`config.mk`:
```
export PLATFORM = sky130hd
export DESIGN_NAME = cic_top
export DESIGN_NICKNAME = d
export VERILOG_FILES = /design/src/hw/cic_pkg.sv /design/src/hw/cic_evt_if.sv /design/src/hw/cic_evt_sense.sv /design/src/hw/cic_top.sv
export SDC_FILE = /design/constraint.sdc
export NUM_CORES = 1
export LEC_CHECK = 0
export BUFFER_PORTS_ARGS = -buffer_cell sky130_fd_sc_hd__buf_2
export CORE_ASPECT_RATIO = 1.75
export CORE_MARGIN = 1.5
export CORE_UTILIZATION = 49
export DETAILED_ROUTE_END_ITERATION = 10
export GPL_TIMING_DRIVEN = 0
export PLACE_DENSITY = 0.85
export SLEW_MARGIN = 20
export SYNTH_ARGS = -nofsm -noshare
export SYNTH_HDL_FRONTEND = slang
export SYNTH_SLANG_ARGS = --single-unit
export TNS_END_PERCENT = 20
```
`constraint.sdc`:
```
create_clock -name REF_CLK -period 2.19 [get_ports REF_CLK]
set_input_delay 0.657 -clock REF_CLK [delete_from_list [all_inputs] [get_ports REF_CLK]]
set_output_delay 0.657 -clock REF_CLK [all_outputs]
set_load 0.01 [all_outputs]
```
`src/hw/cic_pkg.sv`:
```
// Package: register map, field positions, reset values for the core interrupt control
package cic_pkg;
	localparam int APB_AW = 8;
	localparam int PC_W = 13;
	// Register byte offsets
	localparam logic [7:0] OFS_IRQ_CTRL = 8'h00;
	localparam logic [7:0] OFS_CHG_MASK = 8'h04;
	localparam logic [7:0] OFS_T0_COUNT = 8'h08;
	localparam logic [7:0] OFS_OPTION = 8'h0c;
	localparam logic [7:0] OFS_PC_HIGH = 8'h10;
	localparam logic [7:0] OFS_PERIPH_STAT = 8'h14;
	localparam logic [7:0] OFS_SEQ_STAT = 8'h18;
	// irq_control fields
	localparam int B_ALL_EN = 7;
	localparam int B_GRP_EN = 6;
	localparam int B_T0IE = 5;
	localparam int B_EXTIE = 4;
	localparam int B_CHGIE = 3;
	localparam int B_T0F = 2;
	localparam int B_EXTF = 1;
	localparam int B_CHGF = 0;
	// option fields
	localparam int B_EDGE_SEL = 0;
	// seq_stat fields
	localparam int B_WAKE_HOLD = 0;
	localparam int B_VEC_REQ = 1;
	localparam int B_IN_SEQ = 2;
	// Reset values
	localparam logic [7:0] RST_IRQ_CTRL = 8'h00;
	localparam logic [7:0] RST_CHG_MASK = 8'h00;
	localparam logic [7:0] RST_OPTION = 8'h01;
	localparam logic [7:0] RST_PC_HIGH = 8'h00;
	localparam logic [7:0] T0_MAX = 8'hff;
	localparam logic [PC_W-1:0] VEC_ADDR = 13'h0004;
	typedef enum logic [1:0] {
		SEQ_IDLE,
		SEQ_LOAD
	} cic_seq_t;
endpackage : cic_pkg

```
`src/hw/cic_evt_if.sv`:
```
// Interface: event sensing controls and set pulses between sensor and controller
`timescale 1ns/1ps
interface cic_evt_if #(
	parameter int PB_W = 8
);
	logic edge_rise;
	logic [PB_W-1:0] chg_mask;
	logic ext_set;
	logic chg_set;
	modport sense (
		input edge_rise,
		input chg_mask,
		output ext_set,
		output chg_set
	);
	modport ctrl (
		output edge_rise,
		output chg_mask,
		input ext_set,
		input chg_set
	);
endinterface : cic_evt_if

```
`src/hw/cic_evt_sense.sv`:
```
// Edge sensing for the external pin and masked port B change detection
`timescale 1ns/1ps
module cic_evt_sense #(
	parameter int PB_W = 8
) (
	input wire logic clk,
	input wire logic rst_n,
	input wire logic ext_pin,
	input wire logic [PB_W-1:0] pb_pins,
	cic_evt_if.sense ev
);
	logic ext_q;
	logic [PB_W-1:0] pb_q;
	logic primed_q;
	logic [PB_W-1:0] diff;

	// ====================================================
	// Previous samples
	always_ff @(posedge clk or negedge rst_n) begin
		if (!rst_n) begin
			ext_q <= 1'b0;
			pb_q <= '0;
			primed_q <= 1'b0;
		end else begin
			ext_q <= ext_pin;
			pb_q <= pb_pins;
			primed_q <= 1'b1;
		end
	end

	// ====================================================
	// Events
	// No event before the first sample, so reset values never fake an edge
	assign ev.ext_set = primed_q & (ev.edge_rise ? (ext_pin & ~ext_q) : (~ext_pin & ext_q));
	assign diff = (pb_pins ^ pb_q) & ev.chg_mask;
	assign ev.chg_set = primed_q & (|diff);
endmodule : cic_evt_sense

```
`src/hw/cic_top.sv`:
```
// Core interrupt control: flags, enables, vectoring sequence and APB registers
//
// Notes on behaviour
// - Taking an interrupt pushes only the return PC; nothing else saved.
// - Vectoring loads the PC with the fixed address 0004h.
// - Vectoring leaves the PC high latch untouched.
// - The nibble swap instruction never writes the status register.
// - Flags set on their condition regardless of own or global enable.
// - Global enable bit 7 permits unmasked interrupts; clear blocks all.
// - Peripheral group enable bit 6 gates all peripheral group requests.
// - Bit 5 enables the timer zero overflow interrupt.
// - Bit 4 enables the external pin interrupt.
// - Bit 3 enables the port B change interrupt.
// - A port B pin counts only when its change mask bit is set.
// - Timer zero flag bit 2 set on rollover, cleared only by software.
// - External pin flag bit 1 set by the event, held until cleared.
// - Port B change flag bit 0 set on any masked change, held.
// - Timer zero count keeps its value through reset.
// - External event is edge triggered; select bit picks rising or falling.
// - External flag with its enable and global enable causes a vector.
// - After wake, the instruction after sleep executes before vectoring.
//
// The address map and the APB slave port were decided locally.
`timescale 1ns/1ps
module cic_top
	import cic_pkg::*;
#(
	parameter int PB_W = 8,
	parameter int PER_W = 4
) (
	input wire logic REF_CLK,
	input wire logic RST_N,
	input wire logic PSEL,
	input wire logic PENABLE,
	input wire logic PWRITE,
	input wire logic [cic_pkg::APB_AW-1:0] PADDR,
	input wire logic [31:0] PWDATA,
	output logic [31:0] PRDATA,
	output logic PREADY,
	output logic PSLVERR,
	input wire logic T0_TICK,
	input wire logic EXT_IRQ_PIN,
	input wire logic [PB_W-1:0] PORT_B_PINS,
	input wire logic [PER_W-1:0] PERIPH_PEND,
	input wire logic CORE_AT_BOUNDARY,
	input wire logic [cic_pkg::PC_W-1:0] CORE_RET_PC,
	input wire logic CORE_RETURN,
	input wire logic CORE_SLEEPING,
	input wire logic CORE_INSN_DONE,
	input wire logic CORE_SWAP_OP,
	input wire logic CORE_STATUS_WE,
	output logic VEC_REQ,
	output logic STACK_PUSH,
	output logic [cic_pkg::PC_W-1:0] STACK_DATA,
	output logic PC_LOAD,
	output logic [cic_pkg::PC_W-1:0] PC_LOAD_VAL,
	output logic [7:0] PC_HIGH_LATCH,
	output logic WAKE,
	output logic STATUS_WE_OUT
);
	import cic_pkg::*;

	// ====================================================
	// Parameter checks
	if (PB_W < 1 || PB_W > 8) begin : g_bad_pb
		$error("PB_W must be 1 to 8");
	end
	if (PER_W < 1 || PER_W > 8) begin : g_bad_per
		$error("PER_W must be 1 to 8");
	end

	logic [7:0] ctrl_q;
	logic [7:0] ctrl_d;
	logic [PB_W-1:0] mask_q;
	logic [7:0] option_q;
	logic [7:0] pch_q;
	logic [7:0] t0_q;
	logic [31:0] prdata_q;
	logic pslverr_q;
	logic wake_hold_q;
	logic push_q;
	logic load_q;
	logic [PC_W-1:0] stack_data_q;
	logic [PC_W-1:0] load_val_q;
	cic_seq_t seq_q;
	logic wr;
	logic setup_rd;
	logic wr_ctrl;
	logic wr_mask;
	logic wr_t0;
	logic wr_opt;
	logic wr_pch;
	logic t0_ovf;
	logic core_hit;
	logic per_hit;
	logic take;
	logic [31:0] rd_mux;
	logic rd_err;

	cic_evt_if #(.PB_W(PB_W)) ev ();

	cic_evt_sense #(.PB_W(PB_W)) u_sense (
		.clk(REF_CLK),
		.rst_n(RST_N),
		.ext_pin(EXT_IRQ_PIN),
		.pb_pins(PORT_B_PINS),
		.ev(ev.sense)
	);

	assign ev.edge_rise = option_q[B_EDGE_SEL];
	assign ev.chg_mask = mask_q;

	// ====================================================
	// APB decode
	assign wr = PSEL & PENABLE & PWRITE;
	assign setup_rd = PSEL & ~PENABLE & ~PWRITE;
	assign wr_ctrl = wr && PADDR == OFS_IRQ_CTRL;
	assign wr_mask = wr && PADDR == OFS_CHG_MASK;
	assign wr_t0 = wr && PADDR == OFS_T0_COUNT;
	assign wr_opt = wr && PADDR == OFS_OPTION;
	assign wr_pch = wr && PADDR == OFS_PC_HIGH;

	always_comb begin
		rd_mux = 32'h0000_0000;
		rd_err = 1'b0;
		if (PADDR == OFS_IRQ_CTRL) begin
			rd_mux[7:0] = ctrl_q;
		end else if (PADDR == OFS_CHG_MASK) begin
			rd_mux[PB_W-1:0] = mask_q;
		end else if (PADDR == OFS_T0_COUNT) begin
			rd_mux[7:0] = t0_q;
		end else if (PADDR == OFS_OPTION) begin
			rd_mux[7:0] = option_q;
		end else if (PADDR == OFS_PC_HIGH) begin
			rd_mux[7:0] = pch_q;
		end else if (PADDR == OFS_PERIPH_STAT) begin
			rd_mux[PER_W-1:0] = PERIPH_PEND;
		end else if (PADDR == OFS_SEQ_STAT) begin
			rd_mux[B_WAKE_HOLD] = wake_hold_q;
			rd_mux[B_VEC_REQ] = VEC_REQ;
			rd_mux[B_IN_SEQ] = seq_q != SEQ_IDLE;
		end else begin
			rd_err = 1'b1;
		end
	end

	// Answer is ready in the access phase, so no wait states
	assign PREADY = 1'b1;
	assign PRDATA = prdata_q;
	assign PSLVERR = pslverr_q;

	always_ff @(posedge REF_CLK or negedge RST_N) begin
		if (!RST_N) begin
			prdata_q <= 32'h0000_0000;
			pslverr_q <= 1'b0;
		end else if (PSEL & ~PENABLE) begin
			prdata_q <= setup_rd ? rd_mux : 32'h0000_0000;
			pslverr_q <= rd_err;
		end
	end

	// ====================================================
	// Plain configuration registers
	always_ff @(posedge REF_CLK or negedge RST_N) begin
		if (!RST_N) begin
			mask_q <= RST_CHG_MASK[PB_W-1:0];
			option_q <= RST_OPTION;
		end else begin
			if (wr_mask) begin
				mask_q <= PWDATA[PB_W-1:0];
			end
			if (wr_opt) begin
				option_q <= PWDATA[7:0];
			end
		end
	end

	// PC high latch: only software writes it, never the vector sequence
	always_ff @(posedge REF_CLK or negedge RST_N) begin
		if (!RST_N) begin
			pch_q <= RST_PC_HIGH;
		end else if (wr_pch) begin
			pch_q <= PWDATA[7:0];
		end
	end
	assign PC_HIGH_LATCH = pch_q;

	// ====================================================
	// Timer zero count
	// Deliberately no reset: software initialises it before clearing the flag
	always_ff @(posedge REF_CLK) begin
		if (wr_t0) begin
			t0_q <= PWDATA[7:0];
		end else if (T0_TICK) begin
			t0_q <= t0_q + 8'h01;
		end
	end
	assign t0_ovf = T0_TICK & ~wr_t0 & (t0_q == T0_MAX);

	// ====================================================
	// Interrupt control register
	always_comb begin
		ctrl_d = ctrl_q;
		if (wr_ctrl) begin
			ctrl_d = PWDATA[7:0];
		end
		// Hardware set beats a same-cycle software clear
		if (t0_ovf) begin
			ctrl_d[B_T0F] = 1'b1;
		end
		if (ev.ext_set) begin
			ctrl_d[B_EXTF] = 1'b1;
		end
		if (ev.chg_set) begin
			ctrl_d[B_CHGF] = 1'b1;
		end
		if (take) begin
			ctrl_d[B_ALL_EN] = 1'b0;
		end else if (CORE_RETURN) begin
			ctrl_d[B_ALL_EN] = 1'b1;
		end
	end

	// Bit 0 is undefined at reset; it comes up as zero here
	always_ff @(posedge REF_CLK or negedge RST_N) begin
		if (!RST_N) begin
			ctrl_q <= RST_IRQ_CTRL;
		end else begin
			ctrl_q <= ctrl_d;
		end
	end

	// ====================================================
	// Request logic
	assign core_hit = (ctrl_q[B_T0IE] & ctrl_q[B_T0F])
		| (ctrl_q[B_EXTIE] & ctrl_q[B_EXTF])
		| (ctrl_q[B_CHGIE] & ctrl_q[B_CHGF]);
	assign per_hit = ctrl_q[B_GRP_EN] & (|PERIPH_PEND);
	// A sleeping core never vectors; the instruction after sleep must run first
	assign VEC_REQ = ctrl_q[B_ALL_EN] & (core_hit | per_hit)
		& ~wake_hold_q & ~CORE_SLEEPING;
	assign take = VEC_REQ & CORE_AT_BOUNDARY & (seq_q == SEQ_IDLE);

	// Wake does not look at the global enable
	assign WAKE = CORE_SLEEPING & (core_hit | per_hit);

	always_ff @(posedge REF_CLK or negedge RST_N) begin
		if (!RST_N) begin
			wake_hold_q <= 1'b0;
		end else if (WAKE) begin
			wake_hold_q <= 1'b1;
		end else if (CORE_INSN_DONE) begin
			wake_hold_q <= 1'b0;
		end
	end

	// Swap instruction must never touch status bits
	assign STATUS_WE_OUT = CORE_STATUS_WE & ~CORE_SWAP_OP;

	// ====================================================
	// Vector sequence: push cycle, then load cycle
	always_ff @(posedge REF_CLK or negedge RST_N) begin
		if (!RST_N) begin
			seq_q <= SEQ_IDLE;
			push_q <= 1'b0;
			load_q <= 1'b0;
			stack_data_q <= '0;
			load_val_q <= '0;
		end else begin
			push_q <= 1'b0;
			load_q <= 1'b0;
			case (seq_q)
				SEQ_IDLE: begin
					if (take) begin
						push_q <= 1'b1;
						stack_data_q <= CORE_RET_PC;
						seq_q <= SEQ_LOAD;
					end
				end
				SEQ_LOAD: begin
					load_q <= 1'b1;
					load_val_q <= VEC_ADDR;
					seq_q <= SEQ_IDLE;
				end
				default: begin
					seq_q <= SEQ_IDLE;
				end
			endcase
		end
	end

	assign STACK_PUSH = push_q;
	assign STACK_DATA = stack_data_q;
	assign PC_LOAD = load_q;
	assign PC_LOAD_VAL = load_val_q;
endmodule : cic_top

```
==> impl_metrics.env <==
export IMPL_status="finished, violations left"
export IMPL_failed_checks="negative setup slack"
export IMPL_critPathLaunch="PERIPH_PEND[2]"
export IMPL_cp_required_ns=1.53
export IMPL_synthCells=341
export IMPL_wl_mm=10.9
export IMPL_cp_arrival_ns=1.59
export IMPL_ir_drop_mv=0.624
export IMPL_drv_cap=0
export IMPL_r2r_setup_slack_ns=0.09
export IMPL_htreeDepth=3
export IMPL_dp_hpwl_mm=7.26
export IMPL_min_period_over_period_pct=102
export IMPL_cts_max_path_buffers=2
export IMPL_cts_tree="built"
export IMPL_finalSetupViolCount=2
export IMPL_cpMostUsedCell="buf_2"
export IMPL_crit_family="compound AO/OA/AOI/OAI gates"
export IMPL_final_nets=565
export IMPL_worst_pin_slew_ns=0.658
export IMPL_maxSlewHeadroom_pct=56.2
export IMPL_hp_class="input pin to async pin"
export IMPL_synth_edf_count=8
export IMPL_synth_xor_area_share_pct=3.12
export IMPL_gp_congestion=0.943
export IMPL_clock_latency_ns=0.34
export IMPL_cts_root_buf="clkbuf_16"
export IMPL_synthMuxAreaShare_pct=15.6
export IMPL_hold_violations=0
export IMPL_path_cells="buf_2, o41ai_4, a2111oi_4, buf_2"
export IMPL_hold_ws_ns=0.174
export IMPL_period_minus_slack_ns=2.24
export IMPL_synth_compound_area_share_pct=10.9
export IMPL_cts_buffers=9
export IMPL_cp_start_kind="input pin"
export IMPL_layout_commonest_cell="buf_2"
export IMPL_dr_total_vias=3301
export IMPL_postLayoutCoreUtil_pct=65.3
export IMPL_timing_rr_start="ctrl_q[2]$_DFFE_PN0P_"
export IMPL_cp_num_buf_inv=2
export IMPL_ys_seq_area_share_pct=50.1
export IMPL_synthDistinctLibCells=54
export IMPL_ioPinCount=151
export IMPL_synth_main_ff_cell="dfrtp_1"
export IMPL_fp_dieH_um=121
export IMPL_via_per_inst=5.68
export IMPL_clk_transition_reported_paths_ns=0.06
export IMPL_critPathCaptureType="output pin"
export IMPL_clock_fmax_mhz=446
export IMPL_drc_errors=0
export IMPL_cpMaxStageDelayCell="o41ai_4"
export IMPL_synthSimpleGateAreaFrac_pct=9.97
export IMPL_antenna_cells=0
export IMPL_dieArea_mm2=0.00858
export IMPL_grt_usage_pct=25.7
export IMPL_drive_gt1_share_pct=42.6
export IMPL_grt_max_degree=57
export IMPL_layout_setup_ws_ns=-0.0529
export IMPL_die_w_um=70.7
export IMPL_async_flop_share_pct=89.6
export IMPL_cellPowerDensity_mw_per_mm2=735
export IMPL_postRouteAntennaNets=0
export IMPL_placeableCoreArea_mm2=0.00786
export IMPL_grt_overflow_total=0
export IMPL_cpPeakStageDelay_ns=0.49
export IMPL_io_buffers=89
export IMPL_final_cell_mix="89 x buf_2, 68 x dfrtp_1, 45 x buf_4"
export IMPL_path_class="input pin to output pin"
export IMPL_initial_core_util_pct=50.0
export IMPL_post_drt_wl_per_cell_um=18.8
export IMPL_leakagePower_nw=2.65
export IMPL_rsz0062_at_grt="yes"
export IMPL_rows=43
export IMPL_skew_ns=0.00717
export IMPL_drtPass1Iterations=6
export IMPL_drt_iter0_markers=334
export IMPL_area_growth_pct=30.6
export IMPL_syn_avg_cell_area_um2=11.5
export IMPL_antenna_found_initial=0
export IMPL_synthesis_area_mm2=0.00393
export IMPL_synth_seq_cells=77
export IMPL_clock_sinks=77
export IMPL_yosys_warnings=0
export IMPL_drv_slew=0
export IMPL_grt_pass1_vias=3167
export IMPL_synthAdderAreaFrac_pct=0.319
export IMPL_synth_top_family_by_area="multiplexers"
export IMPL_cp_max_fo=2
export IMPL_grt_pass1_wl_mm=16.5
## through the flow
step | instances | TNS, ns | setup slack, ns | power, W | instance area [µm²]
after floorplan | 377 | 0 | 0.0452 | 0.00181 | 4070
after global placement | 556 | -15.02 | -0.415 | 0.00196 | 4630
after detailed placement | 557 | -17.65 | -0.491 | 0.00199 | 4660
after CTS | 577 | -0.0434 | -0.0234 | 0.00376 | 5070
after global routing | 581 | -0.200 | -0.107 | 0.00388 | 5130
final | 581 | -0.0756 | -0.0529 | 0.00377 | 5130
## report_power, final
group          switching, W  internal (W)
Combinational      0.000234      0.000197
Sequential        0.0000561       0.00151
Clock              0.000617       0.00115
Total              0.000906       0.00286
## sequential cells by signal, summed over array words and instances, names as in the netlist, 8 cells and up
signal,count
STACK_DATA,13
PC_HIGH_LATCH,8
PRDATA,8
ctrl_q,8
ev.chg_mask,8
option_q,8
t0_q,8
u_sense.pb_q,8
## logic make-up (layout without fill, tap and decap cells)
| logic type | count (synthesis) | count (layout) |
|---|---|---|
| flops | 77 | 77 |
| other cells | 2 | 38 |
| mux | 53 | 53 |
| simple gates | 76 | 76 |
| compound gates | 60 | 60 |
| xor+xnor | 14 | 14 |
| buf+inv | 58 | 172 |
| fa+ha+maj | 1 | 1 |
## per-layer routing
layer,part of all wire [%],track usage (%),vias up
met2,50,41.9,245
met5,0,0,-
met3,8.6,6.48,56
met1,34,29.2,1564
li1,-,-,1436
met4,6.6,18.0,0
## cell type report
class / count / area, µm²
Multi-Input combinational cell: 242 / 1750
Tap cell: 90 / 113
Fill cell: 584 / 2730
Clock inverter: 6 / 116
Sequential cell: 77 / 1970
Clock buffer: 10 / 239
Buffer: 49 / 349
Timing Repair Buffer: 98 / 554
Inverter: 9 / 33.8
## final timing paths
kind / end / cells past startpoint
hold reg to reg: PC_LOAD_VAL[2]$_DFFE_PN0P_ / 1
hold / removal: seq_q[0]$_DFFE_PN0P_ / 1
setup reg to reg: STACK_DATA[11]$_DFFE_PN0P_ / 8
max in group asynchronous: option_q[0]$_DFFE_PN1P_ / 2
setup / recovery: VEC_REQ / 4
min in group REF_CLK: u_sense.pb_q[7]$_DFF_PN0_ / 1
## Yosys cell counts, types with 2 or more instances
| library cell | instances | area share, % |
|---|---|---|
| mux2_4 | 8 | 3.1 |
| xor2_1 | 11 | 2.5 |
| conb_1 | 2 | 0.19 |
| a21oi_1 | 16 | 2.0 |
| nand3_1 | 4 | 0.51 |
| a221oi_1 | 4 | 0.89 |
| mux2_2 | 34 | 9.8 |
| o21ai_0 | 9 | 1.1 |
| clkbuf_1 | 7 | 0.67 |
| nor3_1 | 5 | 0.64 |
| nand2b_1 | 4 | 0.64 |
| a2bb2oi_1 | 4 | 0.89 |
| buf_2 | 2 | 0.25 |
| nand2_1 | 18 | 1.7 |
| xnor2_1 | 3 | 0.67 |
| edfxtp_1 | 8 | 6.1 |
| dfrtp_1 | 68 | 43 |
| buf_4 | 37 | 7.1 |
| nor2b_1 | 4 | 0.64 |
| a221o_1 | 2 | 0.51 |
| a21o_1 | 2 | 0.38 |
| nor2_1 | 22 | 2.1 |
| a22oi_1 | 5 | 0.96 |
| mux2i_1 | 11 | 2.8 |
| and3b_1 | 2 | 0.45 |
| nand4_1 | 5 | 0.80 |
| and3_1 | 3 | 0.48 |
| o31ai_1 | 5 | 0.96 |
| or3_1 | 2 | 0.32 |
| a32oi_1 | 2 | 0.45 |
| inv_1 | 9 | 0.86 |
## timing repair
item                                    CTS  global route
endpoints found under the setup margin   30            47
hold buffers                              0             0
endpoints found under the hold margin     0             0
gates resized for setup                   6             3
buffers inserted                          4             4
pin swaps                                 3             3
Note: power is estimated with default switching activity, not from simulation.
